**config.mk**
```make
export PLATFORM = sky130hd
export DESIGN_NAME = snrt_top
export DESIGN_NICKNAME = d
export VERILOG_FILES = /design/src/common/snrt_pkg.sv /design/src/common/snrt_alloc_if.sv /design/src/logic/snrt_router.sv /design/src/logic/snrt_top.sv
export SDC_FILE = /design/constraint.sdc
export NUM_CORES = 1
export LEC_CHECK = 0
export BUFFER_PORTS_ARGS = -buffer_cell sky130_fd_sc_hd__buf_2
export CORE_MARGIN = 2
export CORE_UTILIZATION = 25
export CTS_BUF_LIST = sky130_fd_sc_hd__clkbuf_8
export DETAILED_ROUTE_END_ITERATION = 16
export GPL_TIMING_DRIVEN = 0
export PLACE_DENSITY = 0.38
export SYNTH_ARGS = -nofsm -noshare
export SYNTH_HDL_FRONTEND = slang
export SYNTH_HIERARCHICAL = 1
export SYNTH_SLANG_ARGS = --single-unit
```
**constraint.sdc**
```tcl
create_clock -name i_clk -period 7.7 [get_ports i_clk]
set_clock_uncertainty 0.05 [all_clocks]
set_input_delay 0 -clock i_clk [delete_from_list [all_inputs] [get_ports i_clk]]
set_output_delay 0 -clock i_clk [all_outputs]
set_load 0.005 [all_outputs]
```
**src/common/snrt_pkg.sv**
```systemverilog
// Functional notes
// near flag when deviation below amplitude
// near on at approach point, else off
// near routed by allocation lowest digit
// host sets near above done amplitude
// clamp flag while torque-mode speed limited
// clamp routed by allocation second digit
// source 1 uses min external/internal limit
// internal limit 0..10000, default 10000
// ceiling select: motor max or overspeed; the code always uses motor max, since the select is latched from CONFIG_RST
// hold servo through short main outage
// main power back restores servo on
// long outage drops ready, servo off
// control power loss ignores hold time
// undervoltage alarm voids hold time
// near compares absolute signed deviation
// ready needs power, no block, no alarm
`default_nettype none
package snrt_pkg;
  // ---------------------------------------------------------------
  // register map (byte addresses)
  // ---------------------------------------------------------------
  localparam logic [7:0]  ADDR_NEAR_AMP    = 8'h00;
  localparam logic [7:0]  ADDR_SPEED_LIM   = 8'h04;
  localparam logic [7:0]  ADDR_CONFIG      = 8'h08;
  localparam logic [7:0]  ADDR_HOLD_TIME   = 8'h0C;
  localparam logic [7:0]  ADDR_STATUS      = 8'h10;
  localparam logic [7:0]  ADDR_IRQ_STAT    = 8'h14;
  localparam logic [7:0]  ADDR_IRQ_MASK    = 8'h18;
  // ---------------------------------------------------------------
  // reset values and ranges
  // ---------------------------------------------------------------
  localparam logic [31:0] NEAR_AMP_RST     = 32'h4000_0000;
  localparam logic [15:0] SPEED_LIM_RST    = 16'h2710;
  localparam logic [15:0] SPEED_LIM_MAX    = 16'h2710;
  localparam logic [15:0] HOLD_RST         = 16'h0014;
  localparam logic [15:0] HOLD_MIN         = 16'h0014;
  localparam logic [15:0] HOLD_MAX         = 16'hC350;
  // config field positions
  localparam int CFG_NEAR_ALLOC_LSB  = 0;  // 4 bits
  localparam int CFG_CLAMP_ALLOC_LSB = 4;  // 4 bits
  localparam int CFG_SRC_SEL_BIT     = 8;
  localparam int CFG_CEIL_SEL_BIT    = 9;
  localparam logic [15:0] CONFIG_RST = 16'h0100;
  // status / irq bit positions
  localparam int ST_NEAR    = 0;
  localparam int ST_CLAMP   = 1;
  localparam int ST_READY   = 2;
  localparam int ST_SERVO   = 3;
  localparam int ST_HOLDING = 4;
  localparam int IRQ_W      = 3;   // near rise, clamp rise, outage trip
  // ---------------------------------------------------------------
  // timing
  // ---------------------------------------------------------------
  localparam int CLK_HZ      = 25_000_000;
  localparam int MS_UNIT     = 1;
  localparam int MS_CYCLES   = CLK_HZ / 1000 * MS_UNIT;
  localparam int TERMINALS   = 8;
  typedef enum logic [1:0] {
    SNRT_OFF  = 2'b00,
    SNRT_ON   = 2'b01,
    SNRT_HOLD = 2'b10,
    SNRT_TRIP = 2'b11
  } snrt_state_e;
endpackage
`default_nettype wire

```
**src/common/snrt_alloc_if.sv**
```systemverilog
`timescale 1ns/1ps
`default_nettype none
// carries the two routed flags and their allocation digits
interface snrt_alloc_if;
  logic       near_flag;
  logic       clamp_flag;
  logic [3:0] near_alloc;
  logic [3:0] clamp_alloc;
  logic [7:0] terminals;
  modport src (output near_flag, clamp_flag, near_alloc, clamp_alloc, input terminals);
  modport rte (input near_flag, clamp_flag, near_alloc, clamp_alloc, output terminals);
endinterface
`default_nettype wire

```
**src/logic/snrt_router.sv**
```systemverilog
`timescale 1ns/1ps
`default_nettype none
module snrt_router (
  input  wire logic  i_clk,
  input  wire logic  i_nrst,
  input  wire logic  i_ce,
  snrt_alloc_if.rte  bus
);
  // ---------------------------------------------------------------
  // terminal routing
  // ---------------------------------------------------------------
  // digit 0 leaves the flag unrouted; 1..8 pick a terminal
  logic [7:0] term_next;
  logic [7:0] term_reg;
  always_comb begin
    term_next = 8'h00;
    for (int t = 0; t < snrt_pkg::TERMINALS; t++) begin
      if (bus.near_alloc == 4'(t + 1) && bus.near_flag) begin
        term_next[t] = 1'b1;
      end
      if (bus.clamp_alloc == 4'(t + 1) && bus.clamp_flag) begin
        term_next[t] = 1'b1;
      end
    end
  end
  // registered so terminals never glitch on allocation changes
  always_ff @(posedge i_clk or negedge i_nrst) begin
    if (!i_nrst) begin
      term_reg <= 8'h00;
    end else if (i_ce) begin
      term_reg <= term_next;
    end
  end
  assign bus.terminals = term_reg;
endmodule // snrt_router
`default_nettype wire

```
**src/logic/snrt_top.sv**
```systemverilog
`timescale 1ns/1ps
`default_nettype none
module snrt_top (
  input  wire logic        i_clk,
  input  wire logic        i_nrst,
  input  wire logic        i_ce,
  // register port
  input  wire logic [7:0]  i_addr,
  input  wire logic [31:0] i_wdata,
  input  wire logic        i_wr,
  input  wire logic        i_rd,
  output logic      [31:0] o_rdata,
  // drive state
  input  wire logic [31:0] i_position_deviation,
  input  wire logic        i_torque_mode,
  input  wire logic [15:0] i_motor_speed,
  input  wire logic [15:0] i_external_speed_limit,
  input  wire logic [15:0] i_motor_max_speed,
  input  wire logic [15:0] i_overspeed_speed,
  input  wire logic        i_main_power_ok,
  input  wire logic        i_control_power_ok,
  input  wire logic        i_undervoltage_alarm,
  input  wire logic        i_base_block,
  input  wire logic        i_alarm,
  input  wire logic        i_servo_on_command,
  // outputs
  output logic [15:0]      o_speed_limit,
  output logic             o_servo_powered,
  output logic             o_servo_ready,
  output logic [7:0]       o_terminals,
  output logic             o_irq
);
  // ---------------------------------------------------------------
  // configuration registers
  // ---------------------------------------------------------------
  logic [31:0] near_amplitude_reg;
  logic [15:0] internal_speed_limit_reg;
  logic [15:0] config_reg;
  logic [15:0] ride_through_hold_time_reg;
  logic [snrt_pkg::IRQ_W-1:0] irq_stat_reg;
  logic [snrt_pkg::IRQ_W-1:0] irq_mask_reg;
  // power-restart latched selects
  logic        src_sel_reg;
  logic        ceil_sel_reg;
  logic        boot_done_reg;

  // write decode
  wire wr_near  = i_wr && (i_addr == snrt_pkg::ADDR_NEAR_AMP);
  wire wr_lim   = i_wr && (i_addr == snrt_pkg::ADDR_SPEED_LIM);
  wire wr_cfg   = i_wr && (i_addr == snrt_pkg::ADDR_CONFIG);
  wire wr_hold  = i_wr && (i_addr == snrt_pkg::ADDR_HOLD_TIME);
  wire wr_istat = i_wr && (i_addr == snrt_pkg::ADDR_IRQ_STAT);
  wire wr_imask = i_wr && (i_addr == snrt_pkg::ADDR_IRQ_MASK);

  // out-of-range writes saturate into the legal span
  wire [31:0] near_wr_val = (i_wdata > snrt_pkg::NEAR_AMP_RST) ? snrt_pkg::NEAR_AMP_RST : i_wdata;
  wire [15:0] lim_wr_val  = (i_wdata[15:0] > snrt_pkg::SPEED_LIM_MAX || i_wdata[31:16] != 16'h0000)
                            ? snrt_pkg::SPEED_LIM_MAX : i_wdata[15:0];
  wire [15:0] hold_lo     = (i_wdata[15:0] < snrt_pkg::HOLD_MIN) ? snrt_pkg::HOLD_MIN : i_wdata[15:0];
  wire [15:0] hold_wr_val = (hold_lo > snrt_pkg::HOLD_MAX || i_wdata[31:16] != 16'h0000)
                            ? snrt_pkg::HOLD_MAX : hold_lo;

  // parameter registers take effect on the next cycle
  always_ff @(posedge i_clk or negedge i_nrst) begin
    if (!i_nrst) begin
      near_amplitude_reg         <= snrt_pkg::NEAR_AMP_RST;
      internal_speed_limit_reg   <= snrt_pkg::SPEED_LIM_RST;
      config_reg                 <= snrt_pkg::CONFIG_RST;
      ride_through_hold_time_reg <= snrt_pkg::HOLD_RST;
      irq_mask_reg               <= '0;
    end else if (i_ce) begin
      if (wr_near)  near_amplitude_reg         <= near_wr_val;
      if (wr_lim)   internal_speed_limit_reg   <= lim_wr_val;
      if (wr_cfg)   config_reg                 <= i_wdata[15:0];
      if (wr_hold)  ride_through_hold_time_reg <= hold_wr_val;
      if (wr_imask) irq_mask_reg               <= i_wdata[snrt_pkg::IRQ_W-1:0];
    end
  end

  // selects are captured once after reset release, while config_reg still holds CONFIG_RST
  always_ff @(posedge i_clk or negedge i_nrst) begin
    if (!i_nrst) begin
      boot_done_reg <= 1'b0;
      src_sel_reg   <= 1'b1;
      ceil_sel_reg  <= 1'b0;
    end else if (i_ce && !boot_done_reg) begin
      boot_done_reg <= 1'b1;
      src_sel_reg   <= config_reg[snrt_pkg::CFG_SRC_SEL_BIT];
      ceil_sel_reg  <= config_reg[snrt_pkg::CFG_CEIL_SEL_BIT];
    end
  end

  // ---------------------------------------------------------------
  // near positioning
  // ---------------------------------------------------------------
  // magnitude of the signed deviation so either overshoot counts
  wire [31:0] dev_abs = i_position_deviation[31] ? (32'h0 - i_position_deviation)
                                                 : i_position_deviation;
  wire        near_now = (dev_abs < near_amplitude_reg);
  logic       near_reg;

  // ---------------------------------------------------------------
  // speed limit during torque control
  // ---------------------------------------------------------------
  wire [15:0] ceiling    = ceil_sel_reg ? i_overspeed_speed : i_motor_max_speed;
  wire [15:0] int_limit  = (internal_speed_limit_reg < ceiling) ? internal_speed_limit_reg : ceiling;
  // select value 0 is reserved; treated as internal-only
  wire [15:0] eff_limit  = (src_sel_reg && i_external_speed_limit < int_limit)
                           ? i_external_speed_limit : int_limit;
  wire        clamp_now  = i_torque_mode && (i_motor_speed >= eff_limit);
  logic       clamp_reg;
  logic [15:0] limit_reg;

  always_ff @(posedge i_clk or negedge i_nrst) begin
    if (!i_nrst) begin
      near_reg  <= 1'b0;
      clamp_reg <= 1'b0;
      limit_reg <= 16'h0000;
    end else if (i_ce) begin
      near_reg  <= near_now;
      clamp_reg <= clamp_now;
      limit_reg <= eff_limit;
    end
  end
  assign o_speed_limit = limit_reg;

  // ---------------------------------------------------------------
  // momentary interruption ride-through
  // ---------------------------------------------------------------
  snrt_pkg::snrt_state_e state_reg;
  snrt_pkg::snrt_state_e state_next;
  logic [14:0] ms_cnt_reg;
  logic [15:0] hold_cnt_reg;
  wire ms_tick   = (ms_cnt_reg == 15'(snrt_pkg::MS_CYCLES - 1));
  wire hold_done = ms_tick && (hold_cnt_reg + 16'h0001 >= ride_through_hold_time_reg);
  // control loss or undervoltage bypass the hold entirely
  wire hard_off  = !i_control_power_ok || i_undervoltage_alarm;
  wire can_on    = i_main_power_ok && !i_base_block && !i_alarm;

  always_comb begin
    case (state_reg)
      snrt_pkg::SNRT_OFF:  state_next = (can_on && i_servo_on_command && !hard_off)
                                        ? snrt_pkg::SNRT_ON : snrt_pkg::SNRT_OFF;
      snrt_pkg::SNRT_ON: begin
        if (hard_off || !i_servo_on_command || i_alarm || i_base_block) begin
          state_next = snrt_pkg::SNRT_OFF;
        end else if (!i_main_power_ok) begin
          state_next = snrt_pkg::SNRT_HOLD;
        end else begin
          state_next = snrt_pkg::SNRT_ON;
        end
      end
      snrt_pkg::SNRT_HOLD: begin
        if (hard_off) begin
          state_next = snrt_pkg::SNRT_TRIP;
        end else if (i_main_power_ok) begin
          state_next = snrt_pkg::SNRT_ON;
        end else if (hold_done) begin
          state_next = snrt_pkg::SNRT_TRIP;
        end else begin
          state_next = snrt_pkg::SNRT_HOLD;
        end
      end
      snrt_pkg::SNRT_TRIP: begin
        // power back with the command still present turns the motor on
        state_next = (can_on && i_servo_on_command && !hard_off)
                     ? snrt_pkg::SNRT_ON : snrt_pkg::SNRT_TRIP;
        if (!i_servo_on_command) state_next = snrt_pkg::SNRT_OFF;
      end
      default: state_next = snrt_pkg::SNRT_OFF;
    endcase
  end

  always_ff @(posedge i_clk or negedge i_nrst) begin
    if (!i_nrst) begin
      state_reg    <= snrt_pkg::SNRT_OFF;
      ms_cnt_reg   <= 15'h0000;
      hold_cnt_reg <= 16'h0000;
    end else if (i_ce) begin
      state_reg <= state_next;
      if (state_reg != snrt_pkg::SNRT_HOLD || ms_tick) begin
        ms_cnt_reg <= 15'h0000;
      end else begin
        ms_cnt_reg <= ms_cnt_reg + 15'h0001;
      end
      if (state_reg != snrt_pkg::SNRT_HOLD) begin
        hold_cnt_reg <= 16'h0000;
      end else if (ms_tick) begin
        hold_cnt_reg <= hold_cnt_reg + 16'h0001;
      end
    end
  end

  logic powered_reg;
  logic ready_reg;
  always_ff @(posedge i_clk or negedge i_nrst) begin
    if (!i_nrst) begin
      powered_reg <= 1'b0;
      ready_reg   <= 1'b0;
    end else if (i_ce) begin
      powered_reg <= (state_next == snrt_pkg::SNRT_ON) || (state_next == snrt_pkg::SNRT_HOLD);
      // holding masks the brief loss of main power from the ready flag
      ready_reg   <= (can_on || state_next == snrt_pkg::SNRT_HOLD)
                     && !i_base_block && !i_alarm && !hard_off
                     && state_next != snrt_pkg::SNRT_TRIP;
    end
  end
  assign o_servo_powered = powered_reg;
  assign o_servo_ready   = ready_reg;

  // ---------------------------------------------------------------
  // interrupts: set wins over write-one-to-clear
  // ---------------------------------------------------------------
  wire [snrt_pkg::IRQ_W-1:0] irq_evt = {
    (state_reg == snrt_pkg::SNRT_HOLD && state_next == snrt_pkg::SNRT_TRIP),
    (clamp_now && !clamp_reg),
    (near_now && !near_reg)
  };
  wire [snrt_pkg::IRQ_W-1:0] irq_clr = wr_istat ? i_wdata[snrt_pkg::IRQ_W-1:0] : '0;
  always_ff @(posedge i_clk or negedge i_nrst) begin
    if (!i_nrst) begin
      irq_stat_reg <= '0;
    end else if (i_ce) begin
      irq_stat_reg <= (irq_stat_reg & ~irq_clr) | irq_evt;
    end
  end
  assign o_irq = |(irq_stat_reg & irq_mask_reg);

  // ---------------------------------------------------------------
  // read port
  // ---------------------------------------------------------------
  wire [31:0] status_word = {27'h0, (state_reg == snrt_pkg::SNRT_HOLD), powered_reg, ready_reg,
                             clamp_reg, near_reg};
  logic [31:0] rd_mux;
  always_comb begin
    case (i_addr)
      snrt_pkg::ADDR_NEAR_AMP:  rd_mux = near_amplitude_reg;
      snrt_pkg::ADDR_SPEED_LIM: rd_mux = {16'h0000, internal_speed_limit_reg};
      snrt_pkg::ADDR_CONFIG:    rd_mux = {16'h0000, config_reg};
      snrt_pkg::ADDR_HOLD_TIME: rd_mux = {16'h0000, ride_through_hold_time_reg};
      snrt_pkg::ADDR_STATUS:    rd_mux = status_word;
      snrt_pkg::ADDR_IRQ_STAT:  rd_mux = {29'h0, irq_stat_reg};
      snrt_pkg::ADDR_IRQ_MASK:  rd_mux = {29'h0, irq_mask_reg};
      default:                  rd_mux = 32'h0000_0000;   // unmapped reads zero
    endcase
  end
  always_ff @(posedge i_clk or negedge i_nrst) begin
    if (!i_nrst) begin
      o_rdata <= 32'h0000_0000;
    end else if (i_ce) begin
      o_rdata <= i_rd ? rd_mux : 32'h0000_0000;
    end
  end

  // ---------------------------------------------------------------
  // output routing
  // ---------------------------------------------------------------
  snrt_alloc_if alloc ();
  assign alloc.near_flag   = near_reg;
  assign alloc.clamp_flag  = clamp_reg;
  assign alloc.near_alloc  = config_reg[snrt_pkg::CFG_NEAR_ALLOC_LSB +: 4];
  assign alloc.clamp_alloc = config_reg[snrt_pkg::CFG_CLAMP_ALLOC_LSB +: 4];
  snrt_router u_router (
    .i_clk  (i_clk),
    .i_nrst (i_nrst),
    .i_ce   (i_ce),
    .bus    (alloc.rte)
  );
  assign o_terminals = alloc.terminals;
endmodule // snrt_top
`default_nettype wire
```
==> run summary <==
outcome: completed
Mapped Nets: 1480
Routed WL: 41800 µm
starting density of the core: 25.4%
total gr overflow: 0
crit-path leading delay family: compound AO/OA/AOI/OAI gates
DPL Wire Length: 32200 µm
fin. max-slew vios: 0
period utilization: 92.5%
Die Footprint: 47900 µm²
antenna viol nets, final: 0
Worst-Skew Late Latency: 560 ps
Die Y: 219 µm
Power Dens Cells: 140 nW/µm²
nets: 1784
post-DR wirelength/cell: 19.4 µm
sw power: 606 µW
post-route cell area: 14600 µm²
Syn Inst Count: 1235
Bufs on Longest Clock Path: 2
worst hold path type: input pin to register
Min Hold Slack: 39.6 ps
Area after DPL: 13400 µm²
Least-Margin Pin Slew: 1310 ps
max_slew headroom: 12.2%
Critical Path Sink Type: register
Sequential Power Share: 48.6%
Setup Buffers After CTS: 0
Max stage delay on crit path: 510 ps
row count: 78
num ports: 207
top cells by count, synth: dfrtp_1 (172), nand2_1 (114), inv_1 (112), ha_1 (97), o21ai_0 (96)
CTS H-Tree Depth: 4
Synth warnings: 6
Final Util: 32.1%
post-synth top area share: 37.3%
vias in the first global route: 10898
Sw Share: 29.5%
Critical Path Most Common Cell: a21o_1
Critical Path AT: 7490 ps
Synth Register Bits: 182
Max Fclk: 0.140 GHz
share of layout cells above drive strength 1: 20.9%
Comb power frac: 16.1%
Post-Syn Area: 11500 µm²
Leak: 0.00668 µW
clock share of power: 35.3%
GPL Wtd Cong: 0.802
syn avg cell area: 9.35 µm²
cell taking the most area after synthesis: dfrtp_1
EDFF count, synth: 0
DRC violations left: 0
Area Overhead vs Synth: 26.6%
final hold vios: 0
synth top area cells: dfrtp_1 (37%), ha_1 (11%), o21ai_0 (4.2%), mux2_2 (4.1%), nand2_1 (3.7%)
WS Path Type: register to register
post-synthesis sequential area ratio: 39.6%
Total GRT Usage: 17.9%
top-count cell post-synth: dfrtp_1
first-pass GRT wire length: 64400 µm
Num CTS Buffers: 17
Netlist cell types: 66
initial antenna violation count: 1
DR vias: 10360
fraction of registers with async set/reset: 100%
clock sinks: 182
core box area: 45500 µm²
# Max-Cap Violations: 0
Worst Path Max Fanout: 10
CP Buf/Inv Count: 3
CTS root buf: clkbuf_8
min Tclk post-route: 7120 ps
CTS tree: built
RSZ-0062 raised after global routing: no
VDD IR max: 0.000108 V
Die W: 219 µm
Worst Path Required: 8070 ps
CP startpoint kind: register
Int Pwr: 1450 µW
clock slew seen by the registers of the worst setup and hold paths: 100 ps
setup violators final: 0
1st-iter DRT viols: 553
I/O Buffers: 205
ys flop type: dfrtp_1
Via density: 4.81
drt pass-1 iters: 5
slowest CP cell: dfrtp_2
pin count of the biggest net entering global routing: 99
Power, Total: 2050 µW
## cells in the final DEF (no fill, tap or decap), drive strengths merged, types with 46 or more instances in the layout
| cell | n |
|---|---|
| nor2 | 68 |
| ha | 97 |
| nand2 | 114 |
| a22o | 46 |
| o21ai | 97 |
| clkbuf | 71 |
| a21oi | 55 |
| dfrtp | 172 |
| inv | 115 |
| buf | 211 |
| dlygate4sd3 | 78 |
## through the flow
stage | setup slack (ps) | TNS, ps | cells
floorplan | 1170 | 0 | 1235
global placement | -814 | -1570 | 2040
detailed placement | -897 | -1740 | 2042
CTS | 42.5 | 0 | 2152
global route | 28.6 | 0 | 2153
finish | 575 | 0 | 2153
## power groups by stage
| stage | logic [µW] | registers, µW | clock network [µW] |
|---|---|---|---|
| finish | 331 | 997 | 724 |
| global route | 375 | 1000 | 794 |
| CTS | 337 | 997 | 759 |
| detailed placement | 301 | 1020 | 0 |
| global placement | 297 | 1020 | 0 |
| floorplan | 151 | 1010 | 0 |
## cell type report
type	instances	area, µm²
multi-input combinational	887	6370
tap	600	751
clock buffer	21	289
fill	4846	30900
clock inverter	11	124
antenna	1	2.50
timing repair buffer	286	1880
inverter	112	420
buffer	53	209
sequential	182	4570
## metal layers
layer / global-route usage (%) / share of wire, % / vias to the layer above
met2: 31.1 / 49 / 176
met3: 3.17 / 3.2 / 43
met5: 0 / 0 / -
li1: - / - / 5073
met4: 6.08 / 2.4 / 0
met1: 22.4 / 45 / 5068
## cells by family (layout without fill, tap and decap cells)
group	after synthesis	after routing	share of synthesized area [%]
DFF	182	182	39.6
and+or+nand+nor	350	350	15.5
AOI/OAI and AO/OA	322	322	18.9
other	0	1	0
buffers and inverters	166	483	5.44
muxes	65	65	6.09
adders and majority gates	97	97	10.5
xor gates and xnor gates	53	53	4.02
## final timing paths
check / slack [ps] / end / start / depth (start not counted)
setup / recovery: 580 / alloc.clamp_flag$_DFFE_PN0P_ / ceil_sel_reg$_DFFE_PN0P_ / 30
hold / removal: 40 / alloc.clamp_flag$_DFFE_PN0P_ / i_motor_speed[14] / 6
setup reg to reg: 580 / alloc.clamp_flag$_DFFE_PN0P_ / ceil_sel_reg$_DFFE_PN0P_ / 30
hold reg to reg: 440 / boot_done_reg$_DFFE_PN0P_ / boot_done_reg$_DFFE_PN0P_ / 1
max in group asynchronous: 6480 / ms_cnt_reg[7]$_DFFE_PN0P_ / i_nrst / 4
min in group asynchronous: 350 / config_reg[2]$_DFFE_PN0P_ / i_nrst / 3
## repair_timing
action                     in CTS  in global routing
setup endpoints to repair       2                  2
hold buffers                   79                  0
resized for setup               6                  7
hold endpoints to repair      214                  0
## tightest hold or removal path, delay by kind of cell
| family | cells | cell delay [ps] |
|---|---|---|
| adder cells (fa/ha/maj) | 1 | 130 |
| buffers and inverters | 1 | 80 |
| AO/OA/AOI/OAI | 4 | 400 |
No activity file was read; power rests on OpenSTA's default activity.
